==> src/verilog/pmsr_regs.svh <==
// Register offsets, field positions and reset values of the diode routing bank
`ifndef PMSR_REGS_SVH
`define PMSR_REGS_SVH

`define PMSR_ADDR_W 8
`define PMSR_OFF_STEP0_LOWER 8'hDC
`define PMSR_OFF_STEP0_UPPER 8'hDD
`define PMSR_OFF_STEP1_LOWER 8'hDE
`define PMSR_OFF_STEP1_UPPER 8'hDF
`define PMSR_OFF_STEP2_LOWER 8'hE0

`define PMSR_RST_STEP0_LOWER 8'h66
`define PMSR_RST_STEP0_UPPER 8'h06
`define PMSR_RST_STEP1_LOWER 8'h84
`define PMSR_RST_STEP1_UPPER 8'hF3
`define PMSR_RST_STEP2_LOWER 8'h07

`define PMSR_UPPER_SEL_MASK 8'h0F
`define PMSR_MASK_LSB 4
`define PMSR_MASK_MSB 7
`define PMSR_SEL_W 2
`define PMSR_NUM_STEPS 3
`define PMSR_NUM_DIODES 6
`define PMSR_NUM_MODS 3
`define PMSR_NUM_REGS 5
`define PMSR_SEL_NONE 2'h0
`define PMSR_SEL_MOD0 2'h1
`define PMSR_SEL_MOD1 2'h2
`define PMSR_SEL_MOD2 2'h3

`endif

==> src/verilog/pmsr_pkg.sv <==
// Types shared by the diode routing bank
package pmsr_pkg;
  typedef logic [1:0] pmsr_sel_t;
  typedef logic [7:0] pmsr_byte_t;
  typedef enum logic [1:0] {
    PMSR_ROUTE_NONE,
    PMSR_ROUTE_MOD0,
    PMSR_ROUTE_MOD1,
    PMSR_ROUTE_MOD2
  } pmsr_route_t;
  typedef enum {
    PMSR_BUS_IDLE,
    PMSR_BUS_ACK
  } pmsr_bus_state_t;
endpackage

==> src/verilog/pmsr_route_if.sv <==
// Selector word of one step, handed from the register bank to the decoder
`timescale 1ns/10ps
interface pmsr_route_if;
  logic [11:0] sel;
  logic [5:0] to_mod0;
  logic [5:0] to_mod1;
  logic [5:0] to_mod2;
  modport bank (output sel, input to_mod0, input to_mod1, input to_mod2);
  modport dec (input sel, output to_mod0, output to_mod1, output to_mod2);
endinterface

==> src/verilog/pmsr_bank.sv <==
// Wishbone register bank that routes six photodiodes to three modulators per step
// Summary of operation
// [RULE_01] Each step has a selector per photodiode; step 2 here has none for diodes 4 and 5, which stay unrouted
// [RULE_02] 00 none, 01/10/11 modulators 0/1/2
// [RULE_03] Step 0 reset: diode5 mod0, diode4 mod1
// [RULE_04] Step 1 reset: d3 mod1, d2 none, d1 mod0, d0 none
// [RULE_05] Step 1 reset: diode5 none, diode4 mod2
// [RULE_06] Step 2 reset: d3,d2 none, d1 mod0, d0 mod2
// [RULE_07] Step-1 upper bits 7:4 hold saturation mask
// [RULE_08] Mask bits are independent per-step enables
// [RULE_09] Mask MSB is step 3, LSB step 0
// [RULE_10] Mask resets to all ones
// [RULE_11] Step 0 reset: d3 mod0, d2 mod1, d1 mod0, d0 mod1
// [RULE_12] Step-0 upper reserved bits read zero, ignore writes
//
// Decided for this implementation: the Wishbone register port.
`timescale 1ns/10ps
`include "pmsr_regs.svh"
module pmsr_bank
  import pmsr_pkg::*;
(
  // Clock and reset
  input wire logic mclk,
  input wire logic reset,
  // Wishbone slave
  input wire logic wb_cyc_i,
  input wire logic wb_stb_i,
  input wire logic wb_we_i,
  input wire logic [7:0] wb_adr_i,
  input wire logic [7:0] wb_dat_i,
  input wire logic wb_sel_i,
  output logic [7:0] wb_dat_o,
  output logic wb_ack_o,
  output logic wb_err_o,
  // Sequencer side
  input wire logic [1:0] active_step,
  output logic [5:0] diode_to_mod0,
  output logic [5:0] diode_to_mod1,
  output logic [5:0] diode_to_mod2,
  output logic saturation_gain_enable,
  output logic [3:0] saturation_gain_step_mask
);
  pmsr_byte_t regs_ff [`PMSR_NUM_REGS];
  pmsr_bus_state_t bus_state_ff;
  pmsr_byte_t nxt_rdata;
  logic [3:0] adr_dec;
  logic [2:0] idx;
  logic hit;
  logic req;
  logic [11:0] step_sel;
  logic [3:0] mask;
  pmsr_route_if rt ();

  // Maps a byte offset to a register index; valid flag in bit 3
  function automatic logic [3:0] decode(input logic [7:0] a);
    unique case (a)
      `PMSR_OFF_STEP0_LOWER: decode = 4'h8;
      `PMSR_OFF_STEP0_UPPER: decode = 4'h9;
      `PMSR_OFF_STEP1_LOWER: decode = 4'hA;
      `PMSR_OFF_STEP1_UPPER: decode = 4'hB;
      `PMSR_OFF_STEP2_LOWER: decode = 4'hC;
      default: decode = 4'h0;
    endcase
  endfunction

  // Writable bits of each register
  function automatic pmsr_byte_t wmask(input logic [2:0] i);
    wmask = (i == 3'h1) ? `PMSR_UPPER_SEL_MASK : 8'hFF; // see [RULE_12]
  endfunction

  assign req = wb_cyc_i & wb_stb_i & (bus_state_ff == PMSR_BUS_IDLE);
  assign adr_dec = decode(wb_adr_i);
  assign idx = adr_dec[2:0];
  assign hit = adr_dec[3];

  // Bus handshake: one ack or err per request, then one idle cycle
  always_ff @(posedge mclk) begin
    if (reset) begin
      bus_state_ff <= PMSR_BUS_IDLE;
      wb_ack_o <= 1'b0;
      wb_err_o <= 1'b0;
    end else begin
      unique case (bus_state_ff)
        PMSR_BUS_IDLE: begin
          wb_ack_o <= req & hit;
          wb_err_o <= req & ~hit;
          if (req) begin
            bus_state_ff <= PMSR_BUS_ACK;
          end
        end
        PMSR_BUS_ACK: begin
          wb_ack_o <= 1'b0;
          wb_err_o <= 1'b0;
          bus_state_ff <= PMSR_BUS_IDLE;
        end
      endcase
    end
  end

  // Register storage with documented reset routing
  always_ff @(posedge mclk) begin
    if (reset) begin
      regs_ff[0] <= `PMSR_RST_STEP0_LOWER; // see [RULE_11]
      regs_ff[1] <= `PMSR_RST_STEP0_UPPER; // see [RULE_03]
      regs_ff[2] <= `PMSR_RST_STEP1_LOWER; // see [RULE_04]
      regs_ff[3] <= `PMSR_RST_STEP1_UPPER; // see [RULE_05] see [RULE_10]
      regs_ff[4] <= `PMSR_RST_STEP2_LOWER; // see [RULE_06]
    end else if (req && hit && wb_we_i && wb_sel_i) begin
      regs_ff[idx] <= (wb_dat_i & wmask(idx)) | (regs_ff[idx] & ~wmask(idx));
    end
  end

  always_comb begin
    nxt_rdata = '0;
    if (hit) begin
      nxt_rdata = regs_ff[idx] & wmask(idx); // see [RULE_12]
    end
  end

  always_ff @(posedge mclk) begin
    if (reset) begin
      wb_dat_o <= '0;
    end else if (req && !wb_we_i) begin
      wb_dat_o <= nxt_rdata;
    end
  end

  // Selector word of the active step: six 2-bit fields, diode 0 lowest
  always_comb begin
    unique case (active_step)
      2'h0: step_sel = {regs_ff[1][3:0], regs_ff[0]}; // see [RULE_01]
      2'h1: step_sel = {regs_ff[3][3:0], regs_ff[2]};
      2'h2: step_sel = {4'h0, regs_ff[4]};
      default: step_sel = '0;
    endcase
  end

  // Step 2 has no upper selector register; its upper half is forced to zero, so diodes 4 and 5 read as unrouted
  assign rt.sel = step_sel;
  assign mask = regs_ff[3][`PMSR_MASK_MSB:`PMSR_MASK_LSB]; // see [RULE_07]

  pmsr_route_dec pmsr_route_dec_inst (
    .rt(rt.dec)
  );

  always_ff @(posedge mclk) begin
    if (reset) begin
      diode_to_mod0 <= '0;
      diode_to_mod1 <= '0;
      diode_to_mod2 <= '0;
      saturation_gain_enable <= 1'b0;
      saturation_gain_step_mask <= '0;
    end else begin
      diode_to_mod0 <= rt.to_mod0;
      diode_to_mod1 <= rt.to_mod1;
      diode_to_mod2 <= rt.to_mod2;
      saturation_gain_enable <= mask[active_step]; // see [RULE_08] see [RULE_09]
      saturation_gain_step_mask <= mask;
    end
  end
endmodule // pmsr_bank

==> src/verilog/pmsr_route_dec.sv <==
// Decodes the six diode selectors of one step into per-modulator connect masks
`timescale 1ns/10ps
`include "pmsr_regs.svh"
module pmsr_route_dec
  import pmsr_pkg::*;
(
  // Selector words in, masks out
  pmsr_route_if.dec rt
);
  always_comb begin
    rt.to_mod0 = '0;
    rt.to_mod1 = '0;
    rt.to_mod2 = '0;
    for (int d = 0; d < `PMSR_NUM_DIODES; d++) begin
      unique case (rt.sel[2*d +: 2]) // see [RULE_02]
        `PMSR_SEL_NONE: ;
        `PMSR_SEL_MOD0: rt.to_mod0[d] = 1'b1;
        `PMSR_SEL_MOD1: rt.to_mod1[d] = 1'b1;
        `PMSR_SEL_MOD2: rt.to_mod2[d] = 1'b1;
      endcase
    end
  end
endmodule // pmsr_route_dec

==> config.mk <==
export PLATFORM = sky130hd
export DESIGN_NAME = pmsr_bank
export DESIGN_NICKNAME = d
export VERILOG_FILES = /design/src/verilog/pmsr_pkg.sv /design/src/verilog/pmsr_route_if.sv /design/src/verilog/pmsr_bank.sv /design/src/verilog/pmsr_route_dec.sv
export VERILOG_INCLUDE_DIRS = /design/src /design/src/verilog
export SDC_FILE = /design/constraint.sdc
export NUM_CORES = 1
export LEC_CHECK = 0
export ABC_AREA = 1
export BUFFER_PORTS_ARGS = -buffer_cell sky130_fd_sc_hd__buf_2
export CAP_MARGIN = 40
export CORE_MARGIN = 5
export CORE_UTILIZATION = 40
export DETAILED_ROUTE_END_ITERATION = 8
export PLACE_DENSITY = 0.62
export SLEW_MARGIN = 40
export SYNTH_ARGS = -nofsm -noshare
export SYNTH_HDL_FRONTEND = slang
export SYNTH_SLANG_ARGS = --single-unit
==> constraint.sdc <==
create_clock -name mclk -period 2.8 [get_ports mclk]
set_input_delay 0.28 -clock mclk [delete_from_list [all_inputs] [get_ports mclk]]
set_output_delay 0.28 -clock mclk [all_outputs]
set_load 0.1 [all_outputs]
Yosys cells after proc, flatten, opt, wreduce, memory -nomap -nowiden
Memories as Yosys holds them, arrays and structs flattened.
Index checks and enable logic that the tools add are counted.
{"block": "totals", "regBits": 65, "ramBits": 40, "inputBits": 24, "out_inout_bits": 33, "wordCells": 94, "memories": 1}
{"name": "regs_ff", "depth": 5, "width": 8, "read_ports": 6, "rd_ports_with_merged_regs": 0, "wr": 5, "line_no": "pmsr_bank.sv:43", "source": "pmsr_byte_t regs_ff [`PMSR_NUM_REGS];"}
{"block": "op_classes", "order_cmp": 1, "eq_ne": 28, "n_mux": 36, "bitwise_logic": 10, "n_reduce_logical": 9}
{"op": "32-bit logical NOT", "n": 2}
{"op": "32-bit case mux with 2 select lines", "n": 1}
{"op": "8-bit == test (second input constant)", "n": 5}
{"op": "12-bit case mux with 3 select lines", "n": 1}
{"op": "32-bit by 1-bit == test with 1-bit output (second input constant)", "n": 1}
{"op": "32-bit 2-to-1 mux", "n": 1}
{"op": "2-bit == test (second input constant)", "n": 13}
{"op": "1-bit 2-to-1 mux", "n": 25}
{"op": "8-bit AND", "n": 3}
{"op": "8-bit 2-to-1 mux", "n": 3}
{"op": "4-bit case mux with 5 select lines", "n": 1}
{"op": "2-bit by 1-bit == test with 1-bit output (second input constant)", "n": 7}
{"op": "8-bit inverter", "n": 1}
{"op": "8-bit OR", "n": 1}
{"op": "8-bit OR reduction", "n": 1}
{"op": "1-bit AND", "n": 4}
{"op": "1-bit logical AND", "n": 4}
{"op": "1-bit case mux with 2 select lines", "n": 2}
{"op": "3-bit by 1-bit == test with 1-bit output (second input constant)", "n": 1}
{"op": "2-bit by 3-bit < comparator with 1-bit output (second input constant)", "n": 1}
{"op": "3-bit 2-to-1 mux", "n": 1}
{"op": "1-bit binary-select mux with 2-bit select", "n": 1}
{"op": "2-bit logical NOT", "n": 1}
{"op": "2-bit != test (second input constant)", "n": 1}
{"op": "2 further kinds", "n": 2}

Longest topological paths before layout
Gate-level depths: netlist of the first run.
{"block": "depth", "ltp_word": 10, "ltp_mapped": 12, "mapped_depth_nobuf": 12}

By module
A second synthesis of the first run with hierarchy kept.
{"block": "unflattened", "hier_cells": 431, "area_unflattened_um2": 3550.9}
{"module": "pmsr_bank", "instances": 1, "cells_each": 395, "area_per_inst_um2": 3415.8, "seq_area_each_um2": 1881.8}
{"module": "pmsr_route_dec", "instances": 1, "cells_each": 36, "area_per_inst_um2": 135.1, "seq_area_each_um2": 0.0}

Worst setup path after synthesis of the first run
No wires, ideal clock.
{"block": "synth_timing", "path_kind": "input to register", "start": "input wb_adr_i[0]", "end": "memory regs_ff[0][0] (netlist bit), enable pin", "setup_ns": 0.329, "arrival_ns": 1.377, "t_required_ns": 2.471, "slack_ns": 1.093, "path_stages": 11, "n_path_buf": 1, "path_cell_list": "buf_6 > nor2_4 > and2_4 > nand2_4 > nand2_4 > inv_2 > nor2_4 > nand2_4 > nor2_4 > inv_2 > nand2_1"}
{"element": "from (decl)", "line_no": "pmsr_bank.sv:29", "source": "input wire logic [7:0] wb_adr_i,"}
{"element": "to (decl)", "line_no": "pmsr_bank.sv:43"}

==> results.txt, run 1 <==
CTS buffer count: 9
syn_area_per_cell: 8.64 um^2
outcome: completed
wire per inst: 15.4 um
required time of the worst setup path: 2.80 ns
peak supply drop: 0.000201 V
Fin Hold WS: 0.234 ns
Final Skew: 0.00742 ns
pwr dens: 601 mW/mm^2
layout cells sized above 1: 21.3%
clk buf depth: 2
critical path endpoint category: flop
arrival time worst endpoint: 1.82 ns
CTS Hold Buffers Added: 0
ANT cells: 0
Synth Instances: 379
Slew Limit Fails: 0
DRT iter0 DRCs: 248
Root Driver: clkbuf_8
most used cell along the critical path: nor2_4
post_cts resized: 0
achievable frequency: 552 MHz
FILL cells: 835
CP Launch Type: flop
DR pass1 iterations: 5
crit path kind: reg2reg
CP max FO: 8
LEAKAGE: 1.82 nW
IO buf count: 56
count of cell types in the netlist: 33
largest net degree at the start of global routing: 19
WL final: 8.53 mm
Core Region: 0.00809 mm^2
placed cell count: 536
starting density of the core: 40.5%
mapped cell area: 0.00328 mm^2
Synth Warn #: 0
Final Cell Area: 0.00387 mm^2
std cell rows: 33
pre-CTS WS: 0.750 ns
vias per inst: 4.91
DRC Markers: 0
CTS tree: done
Seq cells post-synth: 74
layout overhead on the synthesized area: 18.3%
worst-path cell chain: nand3b_1 -> nor2_1 -> inv_1 -> nor2_4 -> nand2_4 -> nor2_4 -> inv_2 -> nand2_1
RSZ-0062 raised after global routing: no
hpwl dp: 6.80 mm
setup TNS: 0 ns
placed cell area: 0.00366 mm^2
Final setup violation count: 0
Clock Sink Count: 74
period utilisation layout: 64.8%
postcts setup bufs: 0
grt total ovfl: 0
I/O pins: 57
clk_lat worst skew: 0.34 ns
Die Width: 100 um
worst hold path class: in2reg
Post-Route Utilization: 47.9%
CP peak stage delay: 0.29 ns
Max-cap violations: 0
clock slew at reported path FFs: 0.07 ns
final antenna-violating net count: 0
syn nets: 403
GPL Wtd Cong: 0.939
critical path's slowest cell: dfxtp_1
Setup WS post-layout: 0.987 ns
fin cells: 552
area of the multi-input gates: 0.00112 mm^2
Worst Max-Slew Pin Slew: 0.721 ns
flip-flop and latch area: 0.00188 mm^2
die area: 0.0101 mm^2
H-Tree Depth: 3
via count: 2709
initial antenna violation count: 0
Fin. Hold Viols: 0
vias in the first global route: 2486
fin crit period: 1.81 ns
first-pass GRT wire length: 13.4 mm
Seq/Total Area, Yosys: 57.4%
GR Util All Layers: 17.7%
total chip power: 2.33 mW
Die Ht: 100 um
NumNets Final: 466
Slew HR: 51.4%
## metal layers
| layer | track usage [%] | part of all wire (%) | up-vias |
|---|---|---|---|
| li1 | - | - | 1336 |
| met1 | 24.2 | 45 | 1249 |
| met2 | 27.7 | 47 | 109 |
| met3 | 3.60 | 6.9 | 15 |
| met4 | 6.94 | 1.9 | 0 |
| met5 | 0 | 0 | - |
## state kept, by name, indices dropped and copies added (netlist names), 4 cells and up
register,flops
regs_ff,40
saturation_gain_step_mask,4
diode_to_mod1,6
wb_dat_o,8
diode_to_mod2,6
diode_to_mod0,6
## placed cells by master, fill, tap and decap left out
cell type  count
o21ai_0        3
clkbuf_1       2
nand3b_1       1
nand3_1       21
nor3_1         7
inv_2          5
clkbuf_8       9
a221oi_1       1
inv_1         58
nor2_4         5
and2_4         1
nand4_1        6
nor4_1         1
nand2_2        1
clkinv_1       1
nor2_1        74
bufinv_16      2
nor2_2         1
dfxtp_1       34
o21ai_1        2
edfxtp_1      40
o221ai_1       2
clkinv_2       2
buf_4          1
nand2_1       80
nor3_2         3
o211ai_1       4
nand2_4        4
nand3_2        2
or2_2          1
o22ai_1        6
buf_2         56
inv_4          2
a21oi_1        7
a22o_1         1
a22oi_1        1
## critical path: cells and delay by family (launching register included)
family | cells | cell delay [ns]
buffers and inverters | 2 | 0.20
flip-flops | 1 | 0.29
AND/OR/NAND/NOR | 6 | 0.97
## layout make-up
| cell class | instances | area share [%] |
|---|---|---|
| Inverter | 65 | 6.33 |
| Timing Repair Buffer | 57 | 7.43 |
| Sequential cell | 74 | 48.6 |
| Clock inverter | 5 | 2.00 |
| Tap cell | 105 | 3.39 |
| Clock buffer | 11 | 3.39 |
| Multi-Input combinational cell | 235 | 28.9 |
## logic make-up after synthesis
family	Yosys count	synth area share [%]
AND/OR/NAND/NOR	208	29.0
AO/OA/AOI/OAI	27	5.20
flip-flops	74	57.4
buffers and inverters	70	8.40
## power breakdown
| group | internal [mW] | total [mW] | switching [mW] |
|---|---|---|---|
| Sequential | 1.17 | 1.19 | 0.0133 |
| Clock | 0.502 | 0.875 | 0.373 |
| Combinational | 0.0494 | 0.268 | 0.219 |
## Yosys cell counts
cell type   n  area (um^2)
nor4_1      1         6.26
nor2_2      1         6.26
nor3_2      3         30.0
o211ai_1    4         30.0
nand4_1     6         37.5
nand3b_1    1         7.51
a21oi_1     7         35.0
inv_1      58          218
nand3_1    21          105
buf_6       1         11.3
nor3_1      7         35.0
nor2_4      5         56.3
o21ai_0     3         15.0
buf_2       3         15.0
o221ai_1    2         17.5
dfxtp_1    34          681
or2_2       1         6.26
inv_2       5         18.8
a22oi_1     1         7.51
a221oi_1    1         8.76
nand2_1    80          300
nand3_2     2         20.0
and2_4      1         8.76
clkinv_2    1         5.00
o22ai_1     6         37.5
a22o_1      1         8.76
nor2_1     74          278
clkinv_1    1         3.75
buf_1       1         3.75
edfxtp_1   40         1200
nand2_2     1         6.26
o21ai_1     2         10.0
nand2_4     4         45.0
## worst paths after layout
check                    end  cells after the start  slack (ns)            start
min reg2reg      wb_dat_o[6]                      2        0.47      wb_dat_o[6]
max            regs_ff[1][4]                      8        0.99  bus_state_ff[0]
max reg2reg    regs_ff[1][4]                      8        0.99  bus_state_ff[0]
min          bus_state_ff[0]                      3        0.23         wb_cyc_i
Power figures use the tool's default switching activity.
==> run 2: changes to the inputs <==
- PLACE_DENSITY: 0.62 -> 0.65
- clock period: 2.8 -> 1.6 ns (I/O delays scaled with it)
==> run 2 against run 1 <==
  * First-iteration DRC count is 45% lower
  * Clock-buffer cell count is 2 lower
  * Die area stayed put
  * Routed wire length is 4.8% higher
  * Non-clock buffer count is 40 higher
==> results.txt, run 2 (synthesis gave the netlist of run 1 again) <==
most frequent cells in the layout: 75 x nand2_1, 73 x nor2_1, 56 x inv_1, 56 x buf_2, 40 x edfxtp_1
die area: 0.0101 mm^2 (unchanged)
Final Cell Area: 0.00421 mm^2 (+8.7%)
Clock Sink Count: 74 (unchanged)
DR pass1 iterations: 5 (unchanged)
CTS tree: done
IO buf count: 56 (unchanged)
clk_lat worst skew: 0.35 ns (about the same)
DRC Markers: 0 (unchanged)
GPL Wtd Cong: 0.918 (-2.3%)
Final Skew: 0.0140 ns (+0.00660 ns)
critical path endpoint category: flop
vias in the first global route: 2714 (+9.2%)
CTS buffer count: 9 (unchanged)
largest net degree at the start of global routing: 18 (-1)
GR Util All Layers: 18.3% (+0.54 points)
Core Region: 0.00809 mm^2 (unchanged)
starting density of the core: 40.5% (unchanged)
Largest regs: regs_ff x40, wb_dat_o x8
worst hold path class: in2reg
layout overhead on the synthesized area: 28.5%
achievable frequency: 626 MHz (+13%)
grt total ovfl: 0 (unchanged)
Fin Hold WS: 0.0177 ns (-0.216 ns)
CTS Hold Buffers Added: 0 (unchanged)
I/O pins: 57 (unchanged)
Max-cap violations: 0 (unchanged)
Die Width: 100 um (unchanged)
placed cell area: 0.00395 mm^2 (+7.8%)
RSZ-0062 raised after global routing: yes
pwr dens: 933 mW/mm^2 (+55%)
initial antenna violation count: 0 (unchanged)
Post-Route Utilization: 52.0% (+4.2 points)
via count: 2866 (+5.8%)
LEAKAGE: 2.00 nW (+9.9%)
H-Tree Depth: 3 (unchanged)
WL final: 8.93 mm (+4.8%)
first-pass GRT wire length: 13.9 mm (+3.6%)
Die Ht: 100 um (unchanged)
NumNets Final: 506 (+8.6%)
flip-flop count of the largest register after layout: 40 (unchanged)
std cell rows: 33 (unchanged)
Final setup violation count: 0 (unchanged)
leading cell type in the layout, fill and taps excluded: nand2_1
Slew HR: 67.3% (+16 points)
Slew Limit Fails: 0 (unchanged)
peak supply drop: 0.000351 V (+74%)
final antenna-violating net count: 0 (unchanged)
crit path kind: reg2reg
Biggest register: regs_ff
outcome: completed
Worst Max-Slew Pin Slew: 0.493 ns (-0.228 ns)
DRT iter0 DRCs: 136 (-45%)
hpwl dp: 7.16 mm (+5.3%)
CP max FO: 5 (-3)
required time of the worst setup path: 1.68 ns (-1.12 ns)
wire per inst: 15.1 um (-2.3%)
ANT cells: 0 (unchanged)
period utilisation layout: 99.9% (+35 points)
clk buf depth: 2 (unchanged)
Root Driver: clkbuf_8
vias per inst: 4.84 (-1.4%)
layout cells sized above 1: 29.8% (+8.5 points)
fin crit period: 1.60 ns (-0.214 ns)
Fin. Hold Viols: 0 (unchanged)
CP Launch Type: flop
Setup WS post-layout: 0.00133 ns (-0.986 ns)
clock slew at reported path FFs: 0.08 ns (about the same)
FILL cells: 781 (-6.5%)
pre-CTS WS: -0.0859 ns (-0.836 ns)
arrival time worst endpoint: 1.68 ns (-0.14 ns)
run 2: changes by cell type in the layout (fill, tap and decap cells not counted), moves of 3 or more:
cell,before,now
buf_4,1,35
inv_6,0,3
buf_6,0,6
clkinvlp_4,0,3
nand2_1,80,75
nand2_2,1,5
run 2: layout make-up:
class                      count  area (um^2)  share of cell area [%]
clock buffer                   9          124                    2.94
multi-input combinational    235         1150                    27.3
timing repair buffer          97          611                    14.5
tap                          105          131                    3.12
sequential                    74         1880                    44.7
inverter                      65          251                    5.97
clock inverter                 7         60.1                    1.43
run 2: where the power goes:
group          internal (mW)  total (mW)  switching, mW  leakage, nW
clock network          0.585        1.34          0.753       0.0844
registers               2.05        2.07         0.0241        0.641
logic                  0.120       0.515          0.395         1.28
total                   2.76        3.93           1.17         2.00
run 2: per-layer routing:
metal,track usage (%),vias up,part of all wire (%)
met5,0,-,0
met4,5.28,0,1.5
met3,4.50,9,5.6
met2,29.6,97,47
met1,24.3,1337,46
li1,-,1423,-
run 2: critical path: stages (launching register included):
cell and delay, ns:
dfxtp_1 0.30, nand3b_1 0.18, nor2_2 0.15, inv_2 0.07, nor2_4 0.10, nand2_4 0.11, nor2_4 0.16, inv_2 0.05
nand2_2 0.07, buf_6 0.13
run 2: final timing paths:
kind	from	to	slack [ns]	cells past startpoint
worst min-delay path	reset	bus_state_ff[0]	0.02	2
worst min register to register	wb_dat_o[4]	wb_dat_o[4]	0.47	2
worst max-delay path	bus_state_ff[0]	regs_ff[4][7]	0.001	9
worst max register to register	bus_state_ff[0]	regs_ff[4][7]	0.001	9
run 2: repair_timing:
| item | CTS | global route |
|---|---|---|
| pin swaps | 0 | 4 |
| endpoints found under the setup margin | 42 | 41 |
| resized for setup | 5 | 15 |
| setup buffers | 0 | 2 |
| cloned | 0 | 0 |
run 2: per-stage QoR:
step	setup TNS, ns	power, mW	std cells
CTS	0	3.92	590
global placement	-1.12	2.62	574
finish	0	3.93	592
floorplan	0	2.47	379
global route	-1.29	4.07	592
detailed placement	-3.15	2.62	574
==> run 3: changes to the inputs <==
- CORE_UTILIZATION: 40 -> 45
- PLACE_DENSITY: 0.65 -> 0.71
==> run 3 against run 2 <==
  * Clock skew down 0.0061 ns
  * Clock power grew 20%
  * Combinational power down 2%
  * Largest cell class unchanged
  * Routed wire length shrank 0.78%
  * Total power is 6.8% higher
  * Largest power group unchanged
  * Register-to-register slack improved by 0.03 ns
==> results.txt, run 3 (synthesis gave the netlist of run 1 again) <==
outcome: completed
wire per inst: 15.2 um (+0.58%)
peak supply drop: 0.000413 V (+18%)
pwr dens: 992 mW/mm^2 (+6.3%)
worst-path cell chain: nand3b_1 -> nor2_2 -> inv_2 -> nor2_4 -> nand2_4 -> nor2_4 -> inv_2 -> nand2_2 -> buf_6
Max-cap violations: 0 (unchanged)
CP peak stage delay: 0.30 ns (about the same)
Biggest register: regs_ff
internal power: 3.05 mW (+11%)
Worst Max-Slew Pin Slew: 0.499 ns (+0.00620 ns)
clock slew at reported path FFs: 0.07 ns (about the same)
Largest regs: regs_ff x40, wb_dat_o x8
DRC Markers: 0 (unchanged)
worst hold path class: in2reg
total chip power: 4.19 mW (+6.8%)
hpwl dp: 7.00 mm (-2.2%)
CTS tree: done
DR pass1 iterations: 8 (+3)
vias in the first global route: 2774 (+2.2%)
Clock Sink Count: 74 (unchanged)
sequential share of power: 49.5% (-3.3 points)
layout cells sized above 1: 30.3% (+0.54 points)
Fin Hold WS: 0.00275 ns (-0.0149 ns)
Slew HR: 66.9% (-0.41 points)
crit path kind: reg2reg
period utilisation layout: 98.1% (-1.8 points)
std cell rows: 31 (-6.1%)
CTS buffer count: 9 (unchanged)
CP Launch Type: flop
part of the power in the clock network: 38.5% (+4.4 points)
Final Skew: 0.00797 ns (-0.00605 ns)
starting density of the core: 45.6% (+5.2 points)
leading cell type in the layout, fill and taps excluded: nor2_1
Fin. Hold Viols: 0 (unchanged)
hold path start: reset
die area: 0.00909 mm^2 (-10%)
arrival time worst endpoint: 1.64 ns (-0.04 ns)
critical path endpoint category: flop
ANT cells: 0 (unchanged)
Root Driver: clkbuf_8
I/O pins: 57 (unchanged)
DRT iter0 DRCs: 198 (+46%)
grt total ovfl: 0 (unchanged)
LEAKAGE: 2.02 nW (+1.2%)
hold endpoint: bus_state_ff[0]
placed cell area: 0.00393 mm^2 (-0.57%)
most frequent cells in the layout: 73 x nor2_1, 71 x nand2_1, 56 x inv_1, 56 x buf_2, 40 x edfxtp_1
Post-Route Utilization: 58.9% (+6.9 points)
Core Region: 0.00718 mm^2 (-11%)
via count: 2885 (+0.66%)
Final setup violation count: 0 (unchanged)
R2R cell count: 9 (unchanged)
Net Switching: 1.14 mW (-2.7%)
NumNets Final: 504 (-0.40%)
flop2flop setup slack: 0.03 ns (+0.03 ns)
final antenna-violating net count: 0 (unchanged)
CP max FO: 5 (unchanged)
Final Cell Area: 0.00423 mm^2 (+0.45%)
H-Tree Depth: 3 (unchanged)
Die Ht: 95.3 um (-5.1%)
RSZ-0062 raised after global routing: yes
achievable frequency: 637 MHz (+1.8%)
critical path's slowest cell: dfxtp_1
largest net degree at the start of global routing: 18 (unchanged)
clk_lat worst skew: 0.35 ns (about the same)
GPL Wtd Cong: 0.978 (+6.5%)
GR Util All Layers: 20.4% (+2.1 points)
IO buf count: 56 (unchanged)
WL final: 8.86 mm (-0.78%)
initial antenna violation count: 0 (unchanged)
fin crit period: 1.57 ns (-0.0287 ns)
first-pass GRT wire length: 13.6 mm (-2.0%)
Die Width: 95.3 um (-5.1%)
flip-flop count of the largest register after layout: 40 (unchanged)
Net Sw Frac: 27.2% (-2.6 points)
clk buf depth: 2 (unchanged)
Comb pwr share: 12.1% (-1.0 points)
vias per inst: 4.94 (+2.0%)
layout overhead on the synthesized area: 29.1%
required time of the worst setup path: 1.67 ns (about the same)
R2R Path End: regs_ff[1][7]
Slew Limit Fails: 0 (unchanged)
FF-to-FF Start: bus_state_ff[0]
hold path depth: 2 (unchanged)
==> run 3: changes by cell type in the layout (fill, tap and decap cells not counted), sizes merged <==
cell      before  now
bufinv         0    2
clkinvlp       3    1
buf           97   95
inv           67   65
clkinv         2    4
==> run 3: power groups by stage <==
| stage | clock, mW | combinational (mW) | sequential (mW) |
|---|---|---|---|
| floorplan | 0 | 0.149 | 2.32 |
| global placement | 0 | 0.491 | 2.12 |
| detailed placement | 0 | 0.496 | 2.12 |
| CTS | 1.62 | 0.502 | 2.07 |
| global route | 1.69 | 0.538 | 2.08 |
| finish | 1.61 | 0.506 | 2.07 |
==> run 3: worst max-delay path: cells and delay by family, from the launching register on <==
| kind | cells | cell delay [ns] |
|---|---|---|
| flops | 1 | 0.30 |
| simple gates | 6 | 0.75 |
| buf+inv | 3 | 0.25 |
==> run 3: final cells by class <==
cell class              instances  area, um^2
flip-flops and latches         74        1880
inverters                      65         254
clock buffers                   9         124
well taps                      99         124
clock inverters                 7         103
fillers                       647        2950
multi-input cells             235        1150
repair buffers                 95         588
==> run 3: layer usage <==
layer,up-vias,GRT usage (%),share of wire (%)
li1,1415,-,-
met1,1307,25.5,43
met2,137,34.2,47
met3,26,2.84,6.5
met4,0,10.7,3.2
met5,-,0,0
==> run 3: how the worst max path moves through the flow <==
stage                                from       endpoint  slack (ns)  cells past startpoint
after CTS                 bus_state_ff[0]  regs_ff[1][7]       0.007                      9
after global placement        wb_adr_i[4]  regs_ff[3][6]       -0.04                     12
after floorplan               wb_adr_i[0]  regs_ff[0][0]        0.01                     11
after global routing      bus_state_ff[0]  regs_ff[1][4]       -0.02                      9
after detailed placement      wb_adr_i[4]  regs_ff[3][5]       -0.10                     12
final                     bus_state_ff[0]  regs_ff[1][7]        0.03                      9
==> run 3: metrics by stage <==
stage          instances  setup WS (ns)  TNS, ns
3_3_place_gp         566        -0.0375    -1.07
4_1_cts              584        0.00663        0
5_1_grt              584        -0.0238   -0.364
2_1_floorplan        379         0.0135        0
6_report             584         0.0300        0
3_5_place_dp         566         -0.104    -3.55
==> run 3: timing repair <==
action / 4_1_cts / 5_1_grt
pin swaps: 3 / 3
buffers inserted: 1 / 1
hold buffers: 1 / 0
endpoints found under the hold margin: 1 / 0
setup endpoints to repair: 48 / 34
gates resized for setup: 7 / 15
